<file path="src/hw/pmrs_pkg.sv">
/*
 * constants for the power-mode and reset sequencer: register offsets,
 * field positions, reset values and timing counts.
 * assumes a 125 MHz system clock and a 32-bit apb register bus.
 */
package pmrs_pkg;
	// ------------------------------------------------------------
	// register map (byte addresses)
	// ------------------------------------------------------------
	localparam logic [7:0] POWER_CONTROL_OFS = 8'h00; // idle/power-down control
	localparam logic [7:0] POWER_MODE_OFS    = 8'h04; // rc wake select
	localparam logic [7:0] WAKE_ENABLE_OFS   = 8'h08; // interrupt enables
	localparam logic [7:0] WATCHDOG_OFS      = 8'h0C; // watchdog control/flag
	localparam logic [7:0] STATUS_OFS        = 8'h10; // state and cause flags

	// ------------------------------------------------------------
	// field positions
	// ------------------------------------------------------------
	localparam int IDLE_BIT       = 0; // power_control_reg.0
	localparam int PDOWN_BIT      = 1; // power_control_reg.1
	localparam int SKIP_ISR_BIT   = 4; // idle_wake_skip_isr
	localparam int RC_SEL_BIT     = 5; // rc_wake_select in power_mode_reg
	localparam int GIE_BIT        = 7; // global_interrupt_enable
	localparam int WD_RST_EN_BIT  = 0; // watchdog reset enable
	localparam int WD_INT_EN_BIT  = 1; // watchdog interrupt enable
	localparam int WD_RESTART_BIT = 2; // write 1: restart watchdog
	localparam int WD_FLAG_BIT    = 3; // watchdog_timeout_flag
	localparam int POR_FLAG_BIT   = 8; // status: power-on cause
	localparam int WDR_FLAG_BIT   = 9; // status: watchdog cause

	// ------------------------------------------------------------
	// reset values
	// ------------------------------------------------------------
	localparam logic [7:0] POWER_CONTROL_RST = 8'h00;
	localparam logic [7:0] POWER_MODE_RST    = 8'h00;
	localparam logic [7:0] WAKE_ENABLE_RST   = 8'h00;
	localparam logic [3:0] WATCHDOG_RST      = 4'h0;
	localparam logic [7:0] PORT_RST          = 8'hFF;

	// ------------------------------------------------------------
	// timing
	// ------------------------------------------------------------
	localparam int CLK_PER_MC      = 4;     // clocks per machine cycle
	localparam int WARMUP_CLOCKS   = 65536; // oscillator warm-up
	localparam int WD_GRACE_CLOCKS = 512;   // time-out to reset
	localparam int EXT_HOLD_MC     = 2;     // least reset pin hold
	localparam int RST_TAIL_MC     = 2;     // reset held after release
	localparam int RST_TAIL_CLOCKS = RST_TAIL_MC * CLK_PER_MC;

	// sequencer states, one-hot
	typedef enum logic [4:0] {
		PMRS_RUN    = 5'b00001,
		PMRS_IDLE   = 5'b00010,
		PMRS_PDOWN  = 5'b00100,
		PMRS_WARMUP = 5'b01000,
		PMRS_RESET  = 5'b10000
	} pmrs_state_e;
endpackage

</file>
<file path="src/hw/pmrs_top.sv">
/*
 * power-mode and reset sequencer of the microcontroller: idle and
 * power-down entry and exit, clock gating, port hold, warm-up, and
 * external/watchdog/power-on reset sequencing, with an apb register file.
 * assumes all inputs synchronous to clk; the cpu core obeys cpu_clk_en,
 * reset_out and wake_service; the watchdog interval counter is outside.
 */
`timescale 1ns/10ps
module pmrs_top (
	// clock and reset
	input  wire logic        clk,
	input  wire logic        nrst,
	// apb slave
	input  wire logic        psel,
	input  wire logic        penable,
	input  wire logic        pwrite,
	input  wire logic [7:0]  paddr,
	input  wire logic [31:0] pwdata,
	output logic      [31:0] prdata,
	output logic             pready,
	output logic             pslverr,
	// external pins and events
	input  wire logic        reset_pin,
	input  wire logic [3:0]  ext_int,
	input  wire logic        ring_detect,
	input  wire logic        por_event,
	input  wire logic        wd_timeout,
	input  wire logic        periph_int,
	// port values
	input  wire logic [7:0]  port_reg,
	output logic      [7:0]  port_out,
	// core control
	output logic             cpu_clk_en,
	output logic             periph_clk_en,
	output logic             osc_en,
	output logic             rc_osc_sel,
	output logic             reset_out,
	output logic             wake_service,
	output logic             pc_zero
);
	// ------------------------------------------------------------
	// state and registers
	// ------------------------------------------------------------
	pmrs_pkg::pmrs_state_e state;          // sequencer state
	pmrs_pkg::pmrs_state_e next_state;     // next state
	logic [7:0]  power_control_reg;        // idle, pdown, skip bits
	logic [7:0]  power_mode_reg;           // rc select
	logic [7:0]  wake_enable;              // int enables + gie
	logic [3:0]  wd_ctrl;                  // watchdog control and flag
	logic        por_flag;                 // power-on cause
	logic        wdr_flag;                 // watchdog cause
	logic [16:0] warm_cnt;                 // warm-up counter
	logic [9:0]  wd_cnt;                   // grace counter
	logic [3:0]  tail_cnt;                 // reset tail counter
	logic [1:0]  mc_phase;                 // machine-cycle phase
	logic [1:0]  pin_hist;                 // pin samples at c4
	logic        warm_is_reset;            // warm-up ends in reset
	logic        wd_reset_req;             // watchdog reset due

	// ------------------------------------------------------------
	// decode helpers
	// ------------------------------------------------------------
	// true when an apb write to the given offset completes
	function automatic logic wr_hit(input logic [7:0] ofs);
		wr_hit = psel && penable && pwrite && (paddr == ofs);
	endfunction

	logic apb_access;                       // access phase
	logic ctrl_wr;                          // power_control_reg write
	logic int_wake;                         // enabled interrupt present
	logic pd_wake;                          // enabled external/ring
	logic pin_valid;                        // reset pin seen two c4s
	logic c4;                               // machine-cycle state c4

	assign apb_access = psel && penable;
	assign ctrl_wr    = wr_hit(pmrs_pkg::POWER_CONTROL_OFS);
	assign c4         = (mc_phase == 2'h3);
	assign pin_valid  = pin_hist[0] && pin_hist[1];
	// enables 0..3 external pins, 4 ring, 5 other peripheral; watchdog enable is wd_ctrl bit 1
	assign int_wake   = wake_enable[pmrs_pkg::GIE_BIT]
		&& ((|(ext_int & wake_enable[3:0])) || (ring_detect && wake_enable[4])
		|| (periph_int && wake_enable[5])
		|| (wd_ctrl[pmrs_pkg::WD_FLAG_BIT] && wd_ctrl[pmrs_pkg::WD_INT_EN_BIT]));
	// only pins and ring can wake from power-down: watchdog is stopped
	assign pd_wake    = wake_enable[pmrs_pkg::GIE_BIT]
		&& ((|(ext_int & wake_enable[3:0])) || (ring_detect && wake_enable[4]));

	// ------------------------------------------------------------
	// machine-cycle phase and reset pin sampling
	// ------------------------------------------------------------
	// phase counter runs on every clock; in power-down it stands
	always_ff @(posedge clk or negedge nrst) begin
		if (!nrst) begin
			mc_phase <= 2'h0;
		end else if (state != pmrs_pkg::PMRS_PDOWN) begin
			mc_phase <= mc_phase + 2'h1;
		end
	end

	// pin sampled once per machine cycle at c4; two samples are needed
	always_ff @(posedge clk or negedge nrst) begin
		if (!nrst) begin
			pin_hist <= 2'h0;
		end else if (state == pmrs_pkg::PMRS_PDOWN) begin
			pin_hist <= 2'h0;                // clock stopped, no sampling
		end else if (c4) begin
			pin_hist <= {pin_hist[0], reset_pin};
		end
	end

	// ------------------------------------------------------------
	// watchdog grace counter
	// ------------------------------------------------------------
	// counts 512 clocks from the flag; restart or clearing cancels it
	always_ff @(posedge clk or negedge nrst) begin
		if (!nrst) begin
			wd_cnt       <= 10'h000;
			wd_reset_req <= 1'b0;
		end else if (state == pmrs_pkg::PMRS_RESET || state == pmrs_pkg::PMRS_PDOWN
			|| !wd_ctrl[pmrs_pkg::WD_FLAG_BIT] || !wd_ctrl[pmrs_pkg::WD_RST_EN_BIT]) begin
			wd_cnt       <= 10'h000;
			wd_reset_req <= 1'b0;
		end else begin
			if (wd_cnt == 10'(pmrs_pkg::WD_GRACE_CLOCKS - 1)) begin
				wd_reset_req <= 1'b1;
			end else begin
				wd_cnt <= wd_cnt + 10'h001;
			end
		end
	end

	// ------------------------------------------------------------
	// state machine
	// ------------------------------------------------------------
	always_comb begin
		next_state = state;
		case (state)
			pmrs_pkg::PMRS_RUN: begin
				if (pin_valid || wd_reset_req) begin
					next_state = pmrs_pkg::PMRS_RESET;
				end else if (ctrl_wr && pwdata[pmrs_pkg::PDOWN_BIT]) begin
					next_state = pmrs_pkg::PMRS_PDOWN;
				end else if (ctrl_wr && pwdata[pmrs_pkg::IDLE_BIT]) begin
					next_state = pmrs_pkg::PMRS_IDLE;
				end
			end
			pmrs_pkg::PMRS_IDLE: begin
				if (pin_valid || wd_reset_req) begin
					next_state = pmrs_pkg::PMRS_RESET;
				end else if (int_wake) begin
					next_state = pmrs_pkg::PMRS_RUN;
				end
			end
			pmrs_pkg::PMRS_PDOWN: begin
				// reset pin is seen asynchronously to restart the oscillator
				if (reset_pin || pd_wake) begin
					next_state = pmrs_pkg::PMRS_WARMUP;
				end
			end
			pmrs_pkg::PMRS_WARMUP: begin
				if (warm_cnt == 17'(pmrs_pkg::WARMUP_CLOCKS - 1)) begin
					next_state = warm_is_reset ? pmrs_pkg::PMRS_RESET : pmrs_pkg::PMRS_RUN;
				end
			end
			pmrs_pkg::PMRS_RESET: begin
				// counted from the pin's release, so the tail never falls short of two machine cycles
				if (!reset_pin && tail_cnt == 4'(pmrs_pkg::RST_TAIL_CLOCKS - 1)) begin
					next_state = pmrs_pkg::PMRS_RUN;
				end
			end
			default: begin
				next_state = pmrs_pkg::PMRS_RESET;
			end
		endcase
		// power-on/fail overrides every state; outputs follow in the same edge
		if (por_event) begin
			next_state = pmrs_pkg::PMRS_RESET;
		end
	end

	always_ff @(posedge clk or negedge nrst) begin
		if (!nrst) begin
			state <= pmrs_pkg::PMRS_RESET;
		end else if (por_event) begin
			state <= pmrs_pkg::PMRS_RESET;
		end else begin
			state <= next_state;
		end
	end

	// warm-up counter and its outcome
	always_ff @(posedge clk or negedge nrst) begin
		if (!nrst) begin
			warm_cnt      <= 17'h00000;
			warm_is_reset <= 1'b0;
		end else if (state == pmrs_pkg::PMRS_PDOWN) begin
			warm_cnt      <= 17'h00000;
			warm_is_reset <= reset_pin;
		end else if (state == pmrs_pkg::PMRS_WARMUP) begin
			warm_cnt <= warm_cnt + 17'h00001;
		end
	end

	// reset tail: restarts while the pin stays asserted
	always_ff @(posedge clk or negedge nrst) begin
		if (!nrst) begin
			tail_cnt <= 4'h0;
		end else if (state != pmrs_pkg::PMRS_RESET || reset_pin) begin
			tail_cnt <= 4'h0;
		end else if (tail_cnt != 4'(pmrs_pkg::RST_TAIL_CLOCKS - 1)) begin
			tail_cnt <= tail_cnt + 4'h1;
		end
	end

	// ------------------------------------------------------------
	// registers
	// ------------------------------------------------------------
	// power control: set by software, idle bit cleared by idle wake, pdown bit by warm-up exit to run
	always_ff @(posedge clk or negedge nrst) begin
		if (!nrst) begin
			power_control_reg <= pmrs_pkg::POWER_CONTROL_RST;
		end else if (state == pmrs_pkg::PMRS_RESET) begin
			power_control_reg <= pmrs_pkg::POWER_CONTROL_RST;
		end else if (ctrl_wr) begin
			power_control_reg <= pwdata[7:0];
		end else if (state == pmrs_pkg::PMRS_IDLE && next_state == pmrs_pkg::PMRS_RUN) begin
			power_control_reg[pmrs_pkg::IDLE_BIT] <= 1'b0;
		end else if (state == pmrs_pkg::PMRS_WARMUP && next_state == pmrs_pkg::PMRS_RUN) begin
			power_control_reg[pmrs_pkg::PDOWN_BIT] <= 1'b0;
		end
	end

	// mode and enable registers
	always_ff @(posedge clk or negedge nrst) begin
		if (!nrst) begin
			power_mode_reg <= pmrs_pkg::POWER_MODE_RST;
			wake_enable    <= pmrs_pkg::WAKE_ENABLE_RST;
		end else if (state == pmrs_pkg::PMRS_RESET) begin
			power_mode_reg <= pmrs_pkg::POWER_MODE_RST;
			wake_enable    <= pmrs_pkg::WAKE_ENABLE_RST;
		end else begin
			if (wr_hit(pmrs_pkg::POWER_MODE_OFS)) begin
				power_mode_reg <= pwdata[7:0];
			end
			if (wr_hit(pmrs_pkg::WAKE_ENABLE_OFS)) begin
				wake_enable <= pwdata[7:0];
			end
		end
	end

	// watchdog control; flag set wins over a software clear
	always_ff @(posedge clk or negedge nrst) begin
		if (!nrst) begin
			wd_ctrl <= pmrs_pkg::WATCHDOG_RST;
		end else if (state == pmrs_pkg::PMRS_RESET) begin
			wd_ctrl <= pmrs_pkg::WATCHDOG_RST;
		end else begin
			if (wr_hit(pmrs_pkg::WATCHDOG_OFS)) begin
				wd_ctrl[1:0] <= pwdata[1:0];
				wd_ctrl[pmrs_pkg::WD_FLAG_BIT] <= pwdata[pmrs_pkg::WD_FLAG_BIT]
					&& !pwdata[pmrs_pkg::WD_RESTART_BIT];
			end
			if (wd_timeout && state != pmrs_pkg::PMRS_PDOWN) begin
				wd_ctrl[pmrs_pkg::WD_FLAG_BIT] <= 1'b1;
			end
		end
	end

	// cause flags: only power-on and watchdog are recorded
	always_ff @(posedge clk or negedge nrst) begin
		if (!nrst) begin
			por_flag <= 1'b1;
			wdr_flag <= 1'b0;
		end else if (por_event) begin
			por_flag <= 1'b1;
			wdr_flag <= 1'b0;
		end else if (state != pmrs_pkg::PMRS_RESET && wd_reset_req) begin
			wdr_flag <= 1'b1;
		end else if (state != pmrs_pkg::PMRS_RESET && pin_valid) begin
			por_flag <= 1'b0;
			wdr_flag <= 1'b0;
		end else if (wr_hit(pmrs_pkg::STATUS_OFS)) begin
			por_flag <= por_flag && !pwdata[pmrs_pkg::POR_FLAG_BIT];
			wdr_flag <= wdr_flag && !pwdata[pmrs_pkg::WDR_FLAG_BIT];
		end
	end

	// ------------------------------------------------------------
	// apb read and answer
	// ------------------------------------------------------------
	// zero-wait slave; unmapped reads give zero and slverr
	always_ff @(posedge clk or negedge nrst) begin
		if (!nrst) begin
			prdata  <= 32'h00000000;
			pready  <= 1'b0;
			pslverr <= 1'b0;
		end else begin
			pready  <= psel && !penable;
			pslverr <= 1'b0;
			prdata  <= 32'h00000000;
			if (psel && !penable) begin
				if (paddr == pmrs_pkg::POWER_CONTROL_OFS) begin
					prdata <= {24'h000000, power_control_reg};
				end else if (paddr == pmrs_pkg::POWER_MODE_OFS) begin
					prdata <= {24'h000000, power_mode_reg};
				end else if (paddr == pmrs_pkg::WAKE_ENABLE_OFS) begin
					prdata <= {24'h000000, wake_enable};
				end else if (paddr == pmrs_pkg::WATCHDOG_OFS) begin
					prdata <= {28'h0000000, wd_ctrl};
				end else if (paddr == pmrs_pkg::STATUS_OFS) begin
					prdata <= {22'h000000, wdr_flag, por_flag, 3'h0, state};
				end else begin
					pslverr <= 1'b1;
				end
			end
		end
	end

	// ------------------------------------------------------------
	// outputs
	// ------------------------------------------------------------
	always_ff @(posedge clk or negedge nrst) begin
		if (!nrst) begin
			cpu_clk_en    <= 1'b0;
			periph_clk_en <= 1'b0;
			osc_en        <= 1'b1;
			reset_out     <= 1'b1;
			pc_zero       <= 1'b1;
			rc_osc_sel    <= 1'b0;
		end else begin
			cpu_clk_en    <= (next_state == pmrs_pkg::PMRS_RUN);
			periph_clk_en <= (next_state == pmrs_pkg::PMRS_RUN)
				|| (next_state == pmrs_pkg::PMRS_IDLE);
			osc_en        <= (next_state != pmrs_pkg::PMRS_PDOWN);
			reset_out     <= (next_state == pmrs_pkg::PMRS_RESET);
			pc_zero       <= (next_state == pmrs_pkg::PMRS_RESET);
			rc_osc_sel    <= (next_state == pmrs_pkg::PMRS_WARMUP)
				&& power_mode_reg[pmrs_pkg::RC_SEL_BIT];
		end
	end

	// wake service request: one-cycle pulse when the core must vector
	always_ff @(posedge clk or negedge nrst) begin
		if (!nrst) begin
			wake_service <= 1'b0;
		end else begin
			wake_service <= ((state == pmrs_pkg::PMRS_IDLE) && (next_state == pmrs_pkg::PMRS_RUN)
				&& !power_control_reg[pmrs_pkg::SKIP_ISR_BIT])
				|| ((state == pmrs_pkg::PMRS_WARMUP) && (next_state == pmrs_pkg::PMRS_RUN));
		end
	end

	// port drive: frozen on idle entry, port register in power-down
	always_ff @(posedge clk or negedge nrst) begin
		if (!nrst) begin
			port_out <= pmrs_pkg::PORT_RST;
		end else if (state == pmrs_pkg::PMRS_IDLE) begin
			port_out <= port_out;
		end else begin
			port_out <= port_reg;
		end
	end
endmodule // pmrs_top

</file>
<file path="config.mk">
export PLATFORM = sky130hd
export DESIGN_NAME = pmrs_top
export DESIGN_NICKNAME = d
export VERILOG_FILES = /design/src/hw/pmrs_pkg.sv /design/src/hw/pmrs_top.sv
export SDC_FILE = /design/constraint.sdc
export NUM_CORES = 1
export LEC_CHECK = 0
export BUFFER_PORTS_ARGS = -buffer_cell sky130_fd_sc_hd__buf_4
export CAP_MARGIN = 25
export CORE_MARGIN = 8
export CORE_UTILIZATION = 40
export CTS_BUF_LIST = sky130_fd_sc_hd__clkbuf_4
export DETAILED_ROUTE_END_ITERATION = 7
export GPL_TIMING_DRIVEN = 0
export PLACE_DENSITY_LB_ADDON = 0.3
export SYNTH_ARGS = -nofsm -noshare
export SYNTH_HDL_FRONTEND = slang
export SYNTH_SLANG_ARGS = --single-unit
</file>
<file path="constraint.sdc">
create_clock -name clk -period 2.3 [get_ports clk]
set_input_delay 0 -clock clk [delete_from_list [all_inputs] [get_ports clk]]
set_output_delay 0 -clock clk [all_outputs]
set_load 0.02 [all_outputs]
</file>
==> results.py <==
metrics = {
    "global_route": {
        "grt_util_all_layers_pct": 16.4,
        "vias_in_the_first_global_route": 4395,
        "grt_pass1_wl_um": 21300,
        "grt.overflow.total": 0,
        "antenna_violations_before_repair": 0,
        "grt_start_max_net_pins": 68,
    },
    "die": {
        "dieWidth_um": 126,
        "core_area_um2": 12000,
        "die-height_um": 126,
        "initial_utilization_pct": 40.8,
        "die_area_um2": 16000,
        "io_pins": 111,
        "floorplan.rows": 40,
    },
    "pwr": {
        "power.combinational.fraction_pct": 10.0,
        "switching_share_pct": 24.8,
        "p_leak_nw": 2.80,
        "pwr-share-seq_pct": 56.1,
        "clock_power_share_pct": 33.9,
        "post_layout_power_mw": 3.10,
        "cellPowerDensity_nw_per_um2": 499,
        "p_switching_uw": 770,
        "internal_power_mw": 2.33,
        "ir_worst_vdd_uv": 232,
    },
    "sta": {
        "period_minus_slack_ps": 2200,
        "post-route-worst-setup-slack_ps": 102,
        "slew_viol_final": 0,
        "timing.final.hold_violations": 0,
        "post-route-period-util_pct": 95.5,
        "fmax_mhz": 455,
        "final-setup-viol-count": 0,
        "transition_time_at_the_pin_with_the_least_slew_margin_ps": 907,
        "timing.max_slew.rel_slack_pct": 39.5,
        "hold_ws_ps": 39.2,
        "worst_clock_skew_ps": 30.3,
    },
    "setup_path": {
        "cp.required_ps": 2660,
        "critPathMaxFanout": 10,
        "criticalPathCategory": "reg -> reg",
        "arrival_ps": 2550,
        "r2r_slack_ps": 100,
        "startpoint_class_of_the_critical_path": "register",
        "end_kind": "register",
    },
    "clocking": {
        "worst_skew_pair.late_latency_ps": 480,
        "clkSinkCount": 97,
        "cts-buffers-inserted": 9,
        "clkTransAtPathRegs_ps": 160,
        "clock-root-buffer": "clkbuf_4",
        "tritoncts": "done",
        "max-clock-path-buffers": 2,
        "cts.htree.levels": 3,
    },
    "run": {
        "maxCapViolations": 0,
    },
    "yosys": {
        "syn_area_per_cell_um2": 9.45,
        "synth_cell_type_count": 56,
        "syn_inst": 516,
        "synth-warning-count": 0,
        "synth_async_sr_flop_share_pct": 100,
        "synthesis.area_um2": 4880,
        "dominantRegCellSynth": "dfrtp_1",
        "synth-seq-area-share_pct": 50.1,
        "synth_enable_flop_cells": 0,
        "synth.ff_latch_count": 97,
    },
    "placed_design": {
        "place.gp.congestion": 0.885,
        "io_buffer_count": 64,
        "place.detailed.hpwl_um": 9280,
        "dp_slack_ps": -91.0,
    },
    "drt": {
        "via_per_inst": 5.35,
        "dr.first_iter.drc_count": 341,
        "firstDrtPassIters": 6,
        "drt_wl_total_um": 12900,
        "antenna_left": 0,
        "routed_wire_length_per_instance_um": 16.1,
        "drc": 0,
        "detailroute.via_count": 4287,
    },
    "cells_and_area": {
        "largest_register_ff_count": 17,
        "biggestRegsByFlops": "warm_cnt: 17 flops, prdata: 10 flops, wd_cnt: 10 flops",
        "layout_common_cells": "buf_4, dfrtp_1, nand2_1, nor2_1, a21oi_1",
        "final_nets": 716,
        "fillers": 1115,
        "layout-drive-gt1-share_pct": 23.5,
        "top_register": "warm_cnt",
        "mostFrequentLayoutCell": "buf_4",
        "n_antenna_cell": 0,
        "syn2layout_area_growth_pct": 27.3,
    },
    "hold_path": {
        "hold_path_class": "in -> reg",
    },
    "run_status": {
        "run_status": "complete, no violations",
    },
}
-- final cells by class --
| cell class | count | area (µm²) | area share, % |
|---|---|---|---|
| inverter | 11 | 41.3 | 0.665 |
| buffer | 46 | 277 | 4.46 |
| sequential | 97 | 2440 | 39.4 |
| tap | 147 | 184 | 2.96 |
| multi-input combinational | 383 | 2230 | 36.0 |
| clock inverter | 6 | 90.1 | 1.45 |
| timing repair buffer | 101 | 858 | 13.8 |
| clock buffer | 10 | 75.1 | 1.21 |
-- logic make-up after synthesis --
group	Yosys count	share of synthesized area, %
simple gates	227	22.9
flops	97	50.1
compound gates	88	11.2
buf+inv	57	6.47
xor+xnor	22	3.95
mux	19	4.11
fa+ha+maj	5	1.28
other cells	1	0.0769
-- synth_stat cells, types with 2 or more instances --
| cell type | n | area [µm²] |
|---|---|---|
| and3_1 | 15 | 93.8 |
| dfstp_2 | 12 | 315 |
| xnor2_1 | 13 | 114 |
| mux2i_1 | 11 | 110 |
| a31oi_1 | 5 | 31.3 |
| nand4_1 | 8 | 50.1 |
| nor2b_1 | 5 | 31.3 |
| a31o_2 | 2 | 17.5 |
| o2111ai_1 | 3 | 26.3 |
| clkbuf_1 | 16 | 60.1 |
| nand3_1 | 31 | 155 |
| mux2_2 | 8 | 90.1 |
| nor2_1 | 51 | 191 |
| nand2b_1 | 3 | 18.8 |
| nor3_1 | 21 | 105 |
| dfrtp_1 | 85 | 2130 |
| nand4b_1 | 2 | 17.5 |
| nor4b_1 | 2 | 17.5 |
| buf_2 | 5 | 25.0 |
| a21oi_1 | 41 | 205 |
| o22ai_1 | 2 | 12.5 |
| nand3b_1 | 3 | 22.5 |
| o21ai_0 | 12 | 60.1 |
| or3_1 | 4 | 25.0 |
| o211ai_1 | 4 | 30.0 |
| nand2_1 | 63 | 236 |
| xor2_1 | 9 | 78.8 |
| or4_1 | 5 | 37.5 |
| ha_1 | 5 | 62.6 |
| and4_1 | 3 | 26.3 |
| and2_1 | 2 | 12.5 |
| o221ai_1 | 3 | 26.3 |
| a22oi_1 | 3 | 22.5 |
| buf_4 | 23 | 173 |
| inv_1 | 11 | 41.3 |
| nor4_1 | 5 | 31.3 |
-- stage by stage --
step / cells / instance area [µm²] / util (%) / setup TNS [ps]
final: 801 / 6200 / 51.9 / 0
after global routing: 801 / 6200 / 51.9 / -2.27
after CTS: 796 / 6140 / 51.3 / 0
after detailed placement: 749 / 5650 / 47.2 / -158
after global placement: 748 / 5620 / 47.0 / -46.6
after floorplan: 537 / 4950 / - / 0
-- power by group through the flow --
| stage | registers [mW] | logic (mW) | clock network (mW) |
|---|---|---|---|
| 2_1_floorplan | 1.78 | 0.122 | 0 |
| 3_3_place_gp | 1.77 | 0.258 | 0 |
| 3_5_place_dp | 1.77 | 0.269 | 0 |
| 4_1_cts | 1.74 | 0.310 | 1.09 |
| 5_1_grt | 1.74 | 0.339 | 1.14 |
| 6_report | 1.74 | 0.310 | 1.05 |
-- layer usage --
layer	global-route usage (%)	vias up	share of wire [%]
li1	-	2043	-
met1	19.8	2052	42
met2	27.3	168	49
met3	3.60	24	6.7
met4	7.57	0	2.3
met5	0	-	0
-- worst max-delay path: stages, from the launching register on --
cell	delay, ps
dfrtp_1	380
clkbuf_1	250
nor4_2	410
and2_1	180
clkbuf_1	360
buf_1	430
a21oi_1	80
-- worst paths after layout --
kind / endpoint / startpoint / cells past startpoint
max: power_mode_reg[6]$_DFFE_PN0P_ / state[2]$_DFF_PN0_ / 6
min: power_control_reg[2]$_DFFE_PN0P_ / paddr[2] / 5
max reg2reg: power_mode_reg[6]$_DFFE_PN0P_ / state[2]$_DFF_PN0_ / 6
min reg2reg: prdata[9]$_DFF_PN0_ / wdr_flag$_DFFE_PN0P_ / 2
max in group asynchronous: state[0]$_DFF_PN0_ / nrst / 4
min in group asynchronous: state[1]$_DFF_PN0_ / nrst / 3
-- what timing repair did --
item / in CTS / in global routing
pin swaps: 0 / 3
gates resized for setup: 3 / 14
setup buffers: 0 / 5
endpoints found under the hold margin: 141 / 0
hold buffers: 31 / 0
setup endpoints to repair: 6 / 37
Power figures use the tool's default switching activity.
